===== src/rtl/gpp_pkg.sv =====
// Package: constants and carriers for the port five and six GPIO block
package gpp_pkg;

    // Sizes
    localparam int PIN_W  = 8;
    localparam int ADDR_W = 18;
    localparam int DATA_W = 32;

    // Register indices; the bus byte address is four times the index
    localparam logic [15:0] IDX_P5_DATA = 16'hFFD8;
    localparam logic [15:0] IDX_P5_DIR  = 16'hFFE8;
    localparam logic [15:0] IDX_P5_PULL = 16'hFFE2;
    localparam logic [15:0] IDX_P5_WAKE = 16'hFFCC;
    localparam logic [15:0] IDX_P6_DATA = 16'hFFD9;
    localparam logic [15:0] IDX_P6_DIR  = 16'hFFE9;
    localparam logic [15:0] IDX_P6_PULL = 16'hFFE3;

    // Byte addresses on the register bus
    localparam logic [ADDR_W-1:0] ADDR_P5_DATA = {IDX_P5_DATA, 2'b00};
    localparam logic [ADDR_W-1:0] ADDR_P5_DIR  = {IDX_P5_DIR, 2'b00};
    localparam logic [ADDR_W-1:0] ADDR_P5_PULL = {IDX_P5_PULL, 2'b00};
    localparam logic [ADDR_W-1:0] ADDR_P5_WAKE = {IDX_P5_WAKE, 2'b00};
    localparam logic [ADDR_W-1:0] ADDR_P6_DATA = {IDX_P6_DATA, 2'b00};
    localparam logic [ADDR_W-1:0] ADDR_P6_DIR  = {IDX_P6_DIR, 2'b00};
    localparam logic [ADDR_W-1:0] ADDR_P6_PULL = {IDX_P6_PULL, 2'b00};

    // Reset value of every register and read value of write-only ones
    localparam logic [7:0] REG_RESET = 8'h00;
    localparam logic [7:0] WO_READ   = 8'hFF;

    // Bus responses
    localparam logic [1:0] RESP_OKAY   = 2'h0;
    localparam logic [1:0] RESP_SLVERR = 2'h2;

    // Segment-select field bit positions
    localparam int SGS_B3 = 3;
    localparam int SGS_B2 = 2;
    localparam int SGS_B1 = 1;
    localparam int SGS_B0 = 0;

    // Operating modes of the chip
    typedef enum logic [2:0] {
        MODE_ACTIVE    = 3'b000,
        MODE_SUBACTIVE = 3'b001,
        MODE_SLEEP     = 3'b010,
        MODE_SUBSLEEP  = 3'b011,
        MODE_STANDBY   = 3'b100,
        MODE_WATCH     = 3'b101
    } gpp_mode_t;

    // Settings that steer one pin
    typedef struct packed {
        logic dir;
        logic latch;
        logic pull_en;
        logic wake_sel;
        logic seg_claim;
        logic seg_val;
    } gpp_pin_cfg_t;

    // What one pin drives
    typedef struct packed {
        logic out;
        logic oe;
        logic pull_on;
    } gpp_pin_drv_t;

endpackage : gpp_pkg


===== src/rtl/gpp_pin_cell.sv =====
// Module: drive logic of one shared port pin
`timescale 1ns/1ps
`default_nettype none
module gpp_pin_cell
    import gpp_pkg::*;
(
    input  wire logic         core_clk,
    input  wire logic         rst,
    input  wire gpp_mode_t    mode,
    input  wire gpp_pin_cfg_t cfg,
    output var  gpp_pin_drv_t drv
);

    gpp_pin_drv_t drv_d;
    logic         pull_req;

    // Next pin drive per operating mode
    always_comb begin
        pull_req = ~cfg.dir & cfg.pull_en;
        drv_d    = drv;
        unique case (mode)
            MODE_ACTIVE, MODE_SUBACTIVE: begin
                drv_d.pull_on = pull_req;
                if (cfg.seg_claim) begin
                    drv_d.out = cfg.seg_val;
                    drv_d.oe  = 1'b1;
                end else if (cfg.wake_sel) begin
                    drv_d.out = 1'b0;
                    drv_d.oe  = 1'b0;
                end else begin
                    drv_d.out = cfg.latch;
                    drv_d.oe  = cfg.dir;
                end
            end
            MODE_SLEEP, MODE_SUBSLEEP: begin
                drv_d = drv;
            end
            MODE_STANDBY, MODE_WATCH: begin
                drv_d.out     = 1'b1;
                drv_d.oe      = pull_req;
                drv_d.pull_on = pull_req;
            end
            default: begin
                drv_d = '0;  // Unused mode codes release the pin
            end
        endcase
    end

    // Pin drive register; reset leaves the pin floating
    always_ff @(posedge core_clk) begin
        if (rst) begin
            drv <= '0;
        end else begin
            drv <= drv_d;
        end
    end

endmodule : gpp_pin_cell
`default_nettype wire


===== src/rtl/gpp_ports.sv =====
// Module: ports five and six with LCD segment sharing, AXI4-Lite registers
//
// Chosen here: the AXI4-Lite interface to the registers.
`timescale 1ns/1ps
`default_nettype none
module gpp_ports
    import gpp_pkg::*;
(
    input  wire logic              core_clk,
    input  wire logic              rst,
    input  wire logic [ADDR_W-1:0] s_axi_awaddr,
    input  wire logic              s_axi_awvalid,
    output logic                   s_axi_awready,
    input  wire logic [DATA_W-1:0] s_axi_wdata,
    input  wire logic [3:0]        s_axi_wstrb,
    input  wire logic              s_axi_wvalid,
    output logic                   s_axi_wready,
    output logic [1:0]             s_axi_bresp,
    output logic                   s_axi_bvalid,
    input  wire logic              s_axi_bready,
    input  wire logic [ADDR_W-1:0] s_axi_araddr,
    input  wire logic              s_axi_arvalid,
    output logic                   s_axi_arready,
    output logic [DATA_W-1:0]      s_axi_rdata,
    output logic [1:0]             s_axi_rresp,
    output logic                   s_axi_rvalid,
    input  wire logic              s_axi_rready,
    input  wire gpp_mode_t         op_mode,
    input  wire logic [3:0]        segment_select_field,
    input  wire logic [15:0]       segment_output,
    input  wire logic [PIN_W-1:0]  pin5_in,
    output logic [PIN_W-1:0]       pin5_out,
    output logic [PIN_W-1:0]       pin5_oe,
    output logic [PIN_W-1:0]       pullup5_on,
    input  wire logic [PIN_W-1:0]  pin6_in,
    output logic [PIN_W-1:0]       pin6_out,
    output logic [PIN_W-1:0]       pin6_oe,
    output logic [PIN_W-1:0]       pullup6_on,
    output logic [PIN_W-1:0]       wakeup_input
);

    localparam int ALL_W = 2 * PIN_W;

    // Software registers
    logic [PIN_W-1:0] port_five_direction_q;
    logic [PIN_W-1:0] port_five_data_latch_q;
    logic [PIN_W-1:0] port_five_pullup_enable_q;
    logic [PIN_W-1:0] port_five_wakeup_select_q;
    logic [PIN_W-1:0] port_six_direction_q;
    logic [PIN_W-1:0] port_six_data_latch_q;
    logic [PIN_W-1:0] port_six_pullup_enable_q;

    // Bus state
    logic              bvalid_q;
    logic [1:0]        bresp_q;
    logic              rvalid_q;
    logic [1:0]        rresp_q;
    logic [DATA_W-1:0] rdata_q;
    logic              wr_go;
    logic              wr_en;
    logic              rd_go;
    logic              wr_hit;
    logic              rd_hit;
    logic [7:0]        rd_byte;

    // Pin vectors, port five in the low half
    logic [ALL_W-1:0] all_dir;
    logic [ALL_W-1:0] all_latch;
    logic [ALL_W-1:0] all_pull;
    logic [ALL_W-1:0] all_wake;
    logic [ALL_W-1:0] all_claim;
    logic [ALL_W-1:0] all_out;
    logic [ALL_W-1:0] all_oe;
    logic [ALL_W-1:0] all_pull_on;
    logic             p5_hi_seg;
    logic             p5_lo_seg;
    logic             p6_hi_seg;
    logic             p6_lo_seg;
    logic [PIN_W-1:0] wake_q;

    // Write: address and data are taken together, one write in flight
    assign s_axi_awready = s_axi_awvalid & s_axi_wvalid & ~bvalid_q;
    assign s_axi_wready  = s_axi_awready;
    assign wr_go         = s_axi_awready;
    assign wr_en         = wr_go & s_axi_wstrb[0];

    // Write address decode
    always_comb begin
        unique case (s_axi_awaddr)
            ADDR_P5_DATA, ADDR_P5_DIR, ADDR_P5_PULL, ADDR_P5_WAKE,
            ADDR_P6_DATA, ADDR_P6_DIR, ADDR_P6_PULL: wr_hit = 1'b1;
            default:                                 wr_hit = 1'b0;
        endcase
    end

    // Write response; unmapped offsets answer SLVERR
    always_ff @(posedge core_clk) begin
        if (rst) begin
            bvalid_q <= 1'b0;
            bresp_q  <= RESP_OKAY;
        end else if (wr_go) begin
            bvalid_q <= 1'b1;
            bresp_q  <= wr_hit ? RESP_OKAY : RESP_SLVERR;
        end else if (s_axi_bready) begin
            bvalid_q <= 1'b0;
        end
    end

    assign s_axi_bvalid = bvalid_q;
    assign s_axi_bresp  = bresp_q;

    // Port-five registers; only byte lane 0 carries data
    always_ff @(posedge core_clk) begin
        if (rst) begin
            port_five_direction_q     <= REG_RESET;
            port_five_data_latch_q    <= REG_RESET;
            port_five_pullup_enable_q <= REG_RESET;
            port_five_wakeup_select_q <= REG_RESET;
        end else if (wr_en) begin
            if (s_axi_awaddr == ADDR_P5_DIR) begin
                port_five_direction_q <= s_axi_wdata[7:0];
            end
            if (s_axi_awaddr == ADDR_P5_DATA) begin
                port_five_data_latch_q <= s_axi_wdata[7:0];
            end
            if (s_axi_awaddr == ADDR_P5_PULL) begin
                port_five_pullup_enable_q <= s_axi_wdata[7:0];
            end
            if (s_axi_awaddr == ADDR_P5_WAKE) begin
                port_five_wakeup_select_q <= s_axi_wdata[7:0];
            end
        end
    end

    // Port-six registers
    always_ff @(posedge core_clk) begin
        if (rst) begin
            port_six_direction_q     <= REG_RESET;
            port_six_data_latch_q    <= REG_RESET;
            port_six_pullup_enable_q <= REG_RESET;
        end else if (wr_en) begin
            if (s_axi_awaddr == ADDR_P6_DIR) begin
                port_six_direction_q <= s_axi_wdata[7:0];
            end
            if (s_axi_awaddr == ADDR_P6_DATA) begin
                port_six_data_latch_q <= s_axi_wdata[7:0];
            end
            if (s_axi_awaddr == ADDR_P6_PULL) begin
                port_six_pullup_enable_q <= s_axi_wdata[7:0];
            end
        end
    end

    // Read: one read in flight, answer one cycle after the address
    assign s_axi_arready = ~rvalid_q;
    assign rd_go         = s_axi_arvalid & s_axi_arready;

    // Read mux; pins are sampled live, inputs already synchronous
    always_comb begin
        rd_hit  = 1'b1;
        rd_byte = 8'h00;
        unique case (s_axi_araddr)
            ADDR_P5_DATA: rd_byte = (port_five_direction_q & port_five_data_latch_q)
                                  | (~port_five_direction_q & pin5_in);
            ADDR_P5_DIR:  rd_byte = WO_READ;
            ADDR_P5_PULL: rd_byte = port_five_pullup_enable_q;
            ADDR_P5_WAKE: rd_byte = port_five_wakeup_select_q;
            ADDR_P6_DATA: rd_byte = (port_six_direction_q & port_six_data_latch_q)
                                  | (~port_six_direction_q & pin6_in);
            ADDR_P6_DIR:  rd_byte = WO_READ;
            ADDR_P6_PULL: rd_byte = port_six_pullup_enable_q;
            default:      rd_hit  = 1'b0;
        endcase
    end

    // Read data register; bits above the byte read as zero
    always_ff @(posedge core_clk) begin
        if (rst) begin
            rvalid_q <= 1'b0;
            rresp_q  <= RESP_OKAY;
            rdata_q  <= '0;
        end else if (rd_go) begin
            rvalid_q <= 1'b1;
            rresp_q  <= rd_hit ? RESP_OKAY : RESP_SLVERR;
            rdata_q  <= {24'h000000, rd_byte};
        end else if (s_axi_rready) begin
            rvalid_q <= 1'b0;
        end
    end

    assign s_axi_rvalid = rvalid_q;
    assign s_axi_rresp  = rresp_q;
    assign s_axi_rdata  = rdata_q;

    // segment field decode, segments claim pins
    assign p5_hi_seg = segment_select_field[SGS_B3];
    assign p5_lo_seg = segment_select_field[SGS_B3] & segment_select_field[SGS_B0];
    // port-six claims 011* or 1***, and 0111 or 1***
    assign p6_hi_seg = segment_select_field[SGS_B3]
                     | (segment_select_field[SGS_B2] & segment_select_field[SGS_B1]);
    assign p6_lo_seg = segment_select_field[SGS_B3]
                     | (segment_select_field[SGS_B2] & segment_select_field[SGS_B1]
                        & segment_select_field[SGS_B0]);
    assign all_claim = {{4{p6_hi_seg}}, {4{p6_lo_seg}}, {4{p5_hi_seg}}, {4{p5_lo_seg}}};

    // Gather settings; port six has no wakeup function
    assign all_dir   = {port_six_direction_q, port_five_direction_q};
    assign all_latch = {port_six_data_latch_q, port_five_data_latch_q};
    assign all_pull  = {port_six_pullup_enable_q, port_five_pullup_enable_q};
    assign all_wake  = {8'h00, port_five_wakeup_select_q};

    // One drive cell per pin; port-six pin n maps to segment n+8
    for (genvar g = 0; g < ALL_W; g++) begin : g_pin
        gpp_pin_cfg_t cfg;
        gpp_pin_drv_t drv;
        // settings reach every pin; in active and subactive modes a segment claim overrides latch and direction but not the pull-up
        assign cfg.dir       = all_dir[g];
        assign cfg.latch     = all_latch[g];
        assign cfg.pull_en   = all_pull[g];
        assign cfg.wake_sel  = all_wake[g];
        assign cfg.seg_claim = all_claim[g];
        assign cfg.seg_val   = segment_output[g];
        gpp_pin_cell u_cell (
            .core_clk (core_clk),
            .rst      (rst),
            .mode     (op_mode),
            .cfg      (cfg),
            .drv      (drv)
        );
        assign all_out[g]     = drv.out;
        assign all_oe[g]      = drv.oe;
        assign all_pull_on[g] = drv.pull_on;
    end

    assign pin5_out   = all_out[PIN_W-1:0];
    assign pin5_oe    = all_oe[PIN_W-1:0];
    assign pullup5_on = all_pull_on[PIN_W-1:0];
    assign pin6_out   = all_out[ALL_W-1:PIN_W];
    assign pin6_oe    = all_oe[ALL_W-1:PIN_W];
    assign pullup6_on = all_pull_on[ALL_W-1:PIN_W];

    // Wakeup levels, idle high so an unused wakeup never fires
    always_ff @(posedge core_clk) begin
        if (rst) begin
            wake_q <= WO_READ;
        end else begin
            wake_q <= ~(port_five_wakeup_select_q & ~all_claim[PIN_W-1:0]) | pin5_in;
        end
    end

    assign wakeup_input = wake_q;

    // Checks on the register map and the pin drive

    a_p5_dir_ones: assert property (
        @(posedge core_clk) disable iff (rst)
        (rd_go && s_axi_araddr == ADDR_P5_DIR) |=> (s_axi_rvalid && s_axi_rdata == 32'h000000FF))
        else $error("port five direction did not read all ones");

    a_p6_dir_ones: assert property (
        @(posedge core_clk) disable iff (rst)
        (rd_go && s_axi_araddr == ADDR_P6_DIR) |=> (s_axi_rvalid && s_axi_rdata == 32'h000000FF))
        else $error("port six direction did not read all ones");

    a_p5_reset_clear: assert property (
        @(posedge core_clk) disable iff (rst)
        $fell(rst) |-> (port_five_direction_q == 8'h00 && port_five_pullup_enable_q == 8'h00
                        && port_five_wakeup_select_q == 8'h00 && pullup5_on == 8'h00))
        else $error("port five registers not clear after reset");

    a_p6_reset_clear: assert property (
        @(posedge core_clk) disable iff (rst)
        $fell(rst) |-> (port_six_direction_q == 8'h00 && port_six_data_latch_q == 8'h00))
        else $error("port six registers not clear after reset");

    a_p6_data_read: assert property (
        @(posedge core_clk) disable iff (rst)
        (rd_go && s_axi_araddr == ADDR_P6_DATA) |=> (s_axi_rdata[7:0] ==
            (($past(port_six_direction_q) & $past(port_six_data_latch_q))
             | (~$past(port_six_direction_q) & $past(pin6_in)))))
        else $error("port six data read mismatch");

    a_p5_pull_gate: assert property (
        @(posedge core_clk) disable iff (rst)
        (op_mode == MODE_ACTIVE && $stable(port_five_direction_q) && $stable(port_five_pullup_enable_q))
        |=> (pullup5_on == ($past(~port_five_direction_q) & $past(port_five_pullup_enable_q))))
        else $error("port five pull-up does not follow direction and enable");

    a_p5_seg_upper: assert property (
        @(posedge core_clk) disable iff (rst)
        (op_mode == MODE_ACTIVE && segment_select_field[SGS_B3])
        |=> (pin5_oe[7:4] == 4'hF && pin5_out[7:4] == $past(segment_output[7:4])))
        else $error("upper port five pins not driven as segments");

    a_p5_wake_float: assert property (
        @(posedge core_clk) disable iff (rst)
        (op_mode == MODE_ACTIVE && !segment_select_field[SGS_B3] && port_five_wakeup_select_q[0])
        |=> !pin5_oe[0])
        else $error("wakeup pin is driven");

    a_sleep_holds: assert property (
        @(posedge core_clk) disable iff (rst)
        (op_mode == MODE_SLEEP) [*2] |-> ($stable(pin5_out) && $stable(pin5_oe) && $stable(pin6_oe)))
        else $error("pins changed during sleep");

    a_standby_pull: assert property (
        @(posedge core_clk) disable iff (rst)
        (op_mode == MODE_STANDBY) ##1 (op_mode == MODE_STANDBY)
        |-> (pin5_oe == pullup5_on && (pin5_out & pin5_oe) == pin5_oe))
        else $error("standby pin drive wrong");

endmodule : gpp_ports
`default_nettype wire


===== config.mk =====
export PLATFORM = sky130hd
export DESIGN_NAME = gpp_ports
export DESIGN_NICKNAME = d
export VERILOG_FILES = /design/src/rtl/gpp_pkg.sv /design/src/rtl/gpp_pin_cell.sv /design/src/rtl/gpp_ports.sv
export SDC_FILE = /design/constraint.sdc
export NUM_CORES = 1
export LEC_CHECK = 0
export BUFFER_PORTS_ARGS = -buffer_cell sky130_fd_sc_hd__clkbuf_2
export CORE_UTILIZATION = 54
export CTS_CLUSTER_SIZE = 10
export DETAILED_ROUTE_END_ITERATION = 7
export PLACE_DENSITY = 0.95
export SETUP_SLACK_MARGIN = 0.1
export SLEW_MARGIN = 30
export SYNTH_ARGS = -nofsm -noshare
export SYNTH_HDL_FRONTEND = slang
export SYNTH_SLANG_ARGS = --single-unit

===== constraint.sdc =====
create_clock -name core_clk -period 3.9 [get_ports core_clk]
set_input_delay 0.585 -clock core_clk [delete_from_list [all_inputs] [get_ports core_clk]]
set_output_delay 0.585 -clock core_clk [all_outputs]
set_load 0.02 [all_outputs]

Yosys cells after proc, flatten, opt, wreduce, memory -nomap -nowiden:

Cells that the tools add are included.

* equality and inequality tests: 19
* mux-type cells: 49
* bitwise gates (word level): 55
* reduce and logical (&&, ||, !) cells: 16

Operator list (number)
* == test 18 bit (second input constant): 14
* one-hot mux 3 bit (3 select lines): 16
* 2-to-1 mux 2 bit: 26
* one-hot mux 8 bit (6 select lines): 1
* bitwise AND 8 bit: 5
* NOT 8 bit: 4
* OR 8 bit: 3
* bitwise AND 1 bit: 23
* NOT 1 bit: 18
* AND reduction 2 bit: 7
* OR reduction 7 bit: 2
* OR reduction 2 bit: 4
* == test 3 x 2 -> 1 bit (second input constant): 2
* == test 3 bit (second input constant): 2
* 2-to-1 mux 1 bit: 6
* nonzero test 2 bit: 2
* == test 3 x 1 -> 1 bit (second input constant): 1
* logical NOT 3 bit: 1
* OR 1 bit: 2

* flip-flop bits (word level): 126
* input port bits: 118
* output and inout bits: 97
* logic and storage cells: 200

Depth between registers and ports, before layout:

* depth in word-level cells: 5
* depth in mapped cells: 7
* gate-level depth less buffers: 6

Modules after synthesis:

Synthesis repeated with hierarchy kept, for this count alone.

* cell total of the unflattened synthesis: 648
* area total of the unflattened synthesis: 5958.2 µm²

Modules (own cells, without submodules)
* gpp_ports: times used 1, cells an instance 376, area each 3616.0 µm², seq. area each 1521.5 µm²
* gpp_pin_cell: times used 16, cells an instance 17, area each 146.4 µm², seq. area each 60.1 µm²

Least setup slack after synthesis:

OpenSTA, ideal clock, no wires.

* kind: input port to flip-flop
* from: in s_axi_awaddr[0]
* to: reg port_six_direction_q[0]
* setup time: 128 ps
* arrival time: 1656 ps
* required time: 3772 ps
* path slack: 2117 ps
* stages: 5
* path buffers: 0
* cell sequence: nand4bb_4 -> nor4_4 -> nand3_4 -> mux2i_1 -> nor2_1

* cells in the longest elaborated chain, start to end: 2

RTL lines
* start, declared: RTL line gpp_ports.sv:11 `input wire logic [ADDR_W-1:0] s_axi_awaddr,`
* == test 18 bit: RTL line gpp_ports.sv:142 `if (s_axi_awaddr == ADDR_P6_DIR) begin`
* AND reduction 2 bit (no source line)
* end signal, assigned: RTL line gpp_ports.sv:143 `port_six_direction_q <= s_axi_wdata[7:0];`
* end, declared: RTL line gpp_ports.sv:49 `logic [PIN_W-1:0] port_six_direction_q;`

No other way between the ends.
A chain may end at the register's enable or synchronous reset.

Worst setup path in the final report:

* from: reg bvalid_q (netlist: s_axi_bvalid)
* to: reg port_five_pullup_enable_q[4]

* cells in the longest elaborated chain, start to end: 4

RTL lines
* start, declared: RTL line gpp_ports.sv:54 `logic bvalid_q;`
* start signal, assigned: RTL line gpp_ports.sv:99 `bvalid_q <= 1'b0;`
* start signal, assigned: RTL line gpp_ports.sv:102 `bvalid_q <= 1'b1;`
* start signal, assigned: RTL line gpp_ports.sv:105 `bvalid_q <= 1'b0;`
* NOT 1 bit: RTL line gpp_ports.sv:82 `assign s_axi_awready = s_axi_awvalid & s_axi_wvalid & ~bvalid_q;`
* bitwise AND 1 bit: RTL line gpp_ports.sv:82
* bitwise AND 1 bit: RTL line gpp_ports.sv:85 `assign wr_en = wr_go & s_axi_wstrb[0];`
* AND reduction 2 bit (no source line)
* end signal, assigned: RTL line gpp_ports.sv:127 `port_five_pullup_enable_q <= s_axi_wdata[7:0];`
* end, declared: RTL line gpp_ports.sv:47 `logic [PIN_W-1:0] port_five_pullup_enable_q;`

No other way between the ends.

==> results.md <==
- Final Hold Vio Count: 0
- Ys async rst share: 0
- Gate Count Post-Synth: 657
- Critical path's largest stage delay: 0.77 ns
- Post-route ant nets: 0
- Routed vias/inst: 5.97
- Power per standard cell area: 449 nW/µm²
- Area Growth Syn to Fin: 23.0%
- Routed vias: 5716
- Crit path cell chain: nand4b_4 > nor2_2 > nand4b_1 > mux2i_1 > nor2_1
- HP Class: in2reg
- H-tree lvl count: 4
- R2R depth: 5
- Peak supply drop: 0.271 mV
- Crit. End Element: register
- Synth cell types: 55
- R2R setup slack: 1.64 ns
- CTS clk-pin slew, worst paths: 0.06 ns
- Seq cells post-synth: 124
- Longest Clk Path Bufs: 2
- GRT Total Usage: 0.315
- Pre-CTS setup slack: 1.33 ns
- R2R Path End: port_five_pullup_enable_q[4]
- Final instance area: 7440 µm²
- Initial Util: 0.555
- Wire per inst: 18.6 µm
- Total power: 3.34 mW
- First-pass GRT wire length: 27600 µm
- Clock Latency Late Sink: 0.52 ns
- Post-DP HPWL: 12100 µm
- Fin. max-slew vios: 0
- DRT iter0 DRCs: 594
- Tcrit/Tclk final: 0.581
- Ranking of synthesized cells by area: dfxtp_1 (41%), mux2i_1 (12%), nor2_1 (7.3%), buf_4 (3.5%), a21oi_1 (3.3%)
- Final setup fails: 0
- Io pins: 215
- Ant diodes: 0
- Die Area: 11600 µm²
- DRC viols: 0
- WL final: 17800 µm
- EDFF count, synth: 0
- WHS Endpoint: wakeup_input[7]
- Root Driver: clkbuf_8
- Outcome: finished, final reports clean
- Crit path required time: 4.28 ns
- # hold bufs at CTS: 0
- Share of cells above drive strength 1: 0.279
- Setup TNS: 0 ns
- CP max-delay cell: nand4b_1
- Hold path cells: 2
- RSZ-0062 raised after global routing: no
- Final Skew: 0.00858 ns
- Nets: 922
- 1st-pass router iterations: 5
- Die Ht: 108 µm
- Via count of the first global-routing pass: 5441
- Setup crit start: s_axi_bvalid
- Gpl congestion: 0.883
- Grt ovf: 0
- Worst Path Max Fanout: 8
- Final worst slack: 1.64 ns
- Synthesized cell area: 6050 µm²
- Setup Buffers After CTS: 0
- Delay-heaviest family, CP: simple AND/OR/NAND/NOR gates
- R2r startpoint: s_axi_bvalid
- Worst Setup Start Kind: register
- Kind of critical path: reg2reg
- Min-delay src: pin5_in[7]
- Syn. warnings: 0
- Synth top area share: 0.411
- Arrival @ worst endpoint: 2.64 ns
- Core ar.: 10900 µm²
- Worst slew margin: 0.407
- Largest net degree at the start of global routing: 67
- I/O Buffers: 160
- Pleak: 3.49 nW
- Synth Flop Type: dfxtp_1
- CTS tree: done
- F_max: 0.442 GHz
- Max Cap Viol: 0
- WP buf/inv: 0
- Cts repair resizes: 0
- Hold_ws: 0.268 ns
- Cell taking the most area after synthesis: dfxtp_1
- Rows: 38
- Antenna violations before repair: 0
- Fin crit period: 2.26 ns
- Sink Count: 124
- Sequential share of the synthesized area: 0.411
- Area post-placement: 6790 µm²
- Num CTS Buffers: 17
- Syn Area/Cell: 9.20 µm²
- Die Wd: 108 µm
- Slew @ Worst Pin: 0.885 ns
-- sequential cells by signal, summed over array words and instances, names as in the netlist --
| register | cells |
|---|---|
| port_five_direction_q | 8 |
| port_five_wakeup_select_q | 8 |
| port_five_data_latch_q | 8 |
| port_six_direction_q | 8 |
| wakeup_input | 8 |
| port_five_pullup_enable_q | 8 |
| g_pin.u_cell.drv | 48 |
| port_six_data_latch_q | 8 |
| s_axi_rvalid | 1 |
| s_axi_bvalid | 1 |
| s_axi_rdata | 8 |
| port_six_pullup_enable_q | 8 |
| s_axi_bresp | 1 |
| s_axi_rresp | 1 |
-- how the worst max path moves through the flow --
stage	cells after the start	to	slack [ns]
detailed placement	6	port_five_pullup_enable_q[4]	1.33
global route	5	port_five_pullup_enable_q[3]	1.54
finish	5	port_five_pullup_enable_q[4]	1.64
CTS	5	port_five_pullup_enable_q[1]	1.72
global placement	6	port_five_pullup_enable_q[7]	1.40
floorplan	5	port_six_direction_q[0]	2.12
-- layer usage --
layer,GRT usage,vias to the layer above,wire (µm)
li1,-,2612,-
met1,0.363,2696,6470
met2,0.538,345,8740
met3,0.0775,63,1800
met4,0.164,0,787
met5,0,-,0
-- report_power, final --
part	total [mW]	internal, mW	switching, mW	leakage [nW]
Sequential	1.31	1.29	0.0167	1.01
Combinational	0.325	0.106	0.219	2.17
Clock	1.71	1.15	0.557	0.314
Total	3.34	2.55	0.792	3.49
-- final cells by class --
cell class	instances	area, µm²
clock inverter	11	189
multi-input combinational	478	3220
sequential	124	2480
clock buffer	21	459
timing repair buffer	167	856
tap	140	175
fill	815	3450
inverter	16	60.1
-- worst reg2reg max path: stages (launching register included) --
cell      delay [ns]
dfxtp_1         0.33
nand4b_4        0.20
nor2_2          0.32
nand4b_1        0.77
mux2i_1         0.43
nor2_1          0.07
-- per-stage QoR --
stage | util | std cells
2_1_floorplan | - | 682
3_3_place_gp | 0.624 | 925
3_5_place_dp | 0.624 | 925
4_1_cts | 0.683 | 957
5_1_grt | 0.683 | 957
6_report | 0.683 | 957
-- cells in the mapped netlist (4+ instances only) --
library cell and instances:
mux2i_1 72, o21ai_1 11, o211ai_1 14, o221ai_1 7, a31oi_1 16, o21ai_0 12, inv_1 14, nand2b_1 17
buf_1 4, a32oi_1 6, nor3b_1 12, nand3b_1 9, dfxtp_1 124, nor2b_1 17, a211oi_1 15, clkbuf_1 23
a221oi_1 17, buf_4 28, nand4_4 5, a21oi_1 40, nand2_1 25, nor2_1 118, mux2_2 6, buf_2 6
-- layout by cell type (no fill, tap or decap), types with 4 or more instances in the layout --
cell type | netlist | routed
a32oi_1 | 6 | 6
clkbuf_16 | 0 | 16
clkbuf_8 | 2 | 4
nor3b_1 | 12 | 12
inv_1 | 14 | 14
nor2b_1 | 17 | 17
o21ai_0 | 12 | 12
nand4_4 | 5 | 5
clkbuf_2 | 0 | 159
o221ai_1 | 7 | 7
dfxtp_1 | 124 | 124
a221oi_1 | 17 | 17
buf_4 | 28 | 8
nor2_1 | 118 | 118
o21ai_1 | 11 | 11
a21oi_1 | 40 | 40
a31oi_1 | 16 | 16
conb_1 | 1 | 26
a211oi_1 | 15 | 15
nand3b_1 | 9 | 9
nand2_1 | 25 | 25
bufinv_16 | 0 | 5
mux2_2 | 6 | 6
o211ai_1 | 14 | 14
nand2b_1 | 17 | 17
mux2i_1 | 72 | 72
-- cell families (layout without fill, tap and decap cells) --
family,after synthesis,after routing,share of synthesized area
AND/OR/NAND/NOR,227,227,0.219
AO/OA/AOI/OAI,146,146,0.165
flip-flops,124,124,0.411
buffers and inverters,80,215,0.0728
multiplexers,78,78,0.130
other,1,26,0.000620
XOR/XNOR,1,1,0.00145
(Power assumes the default switching activity.)
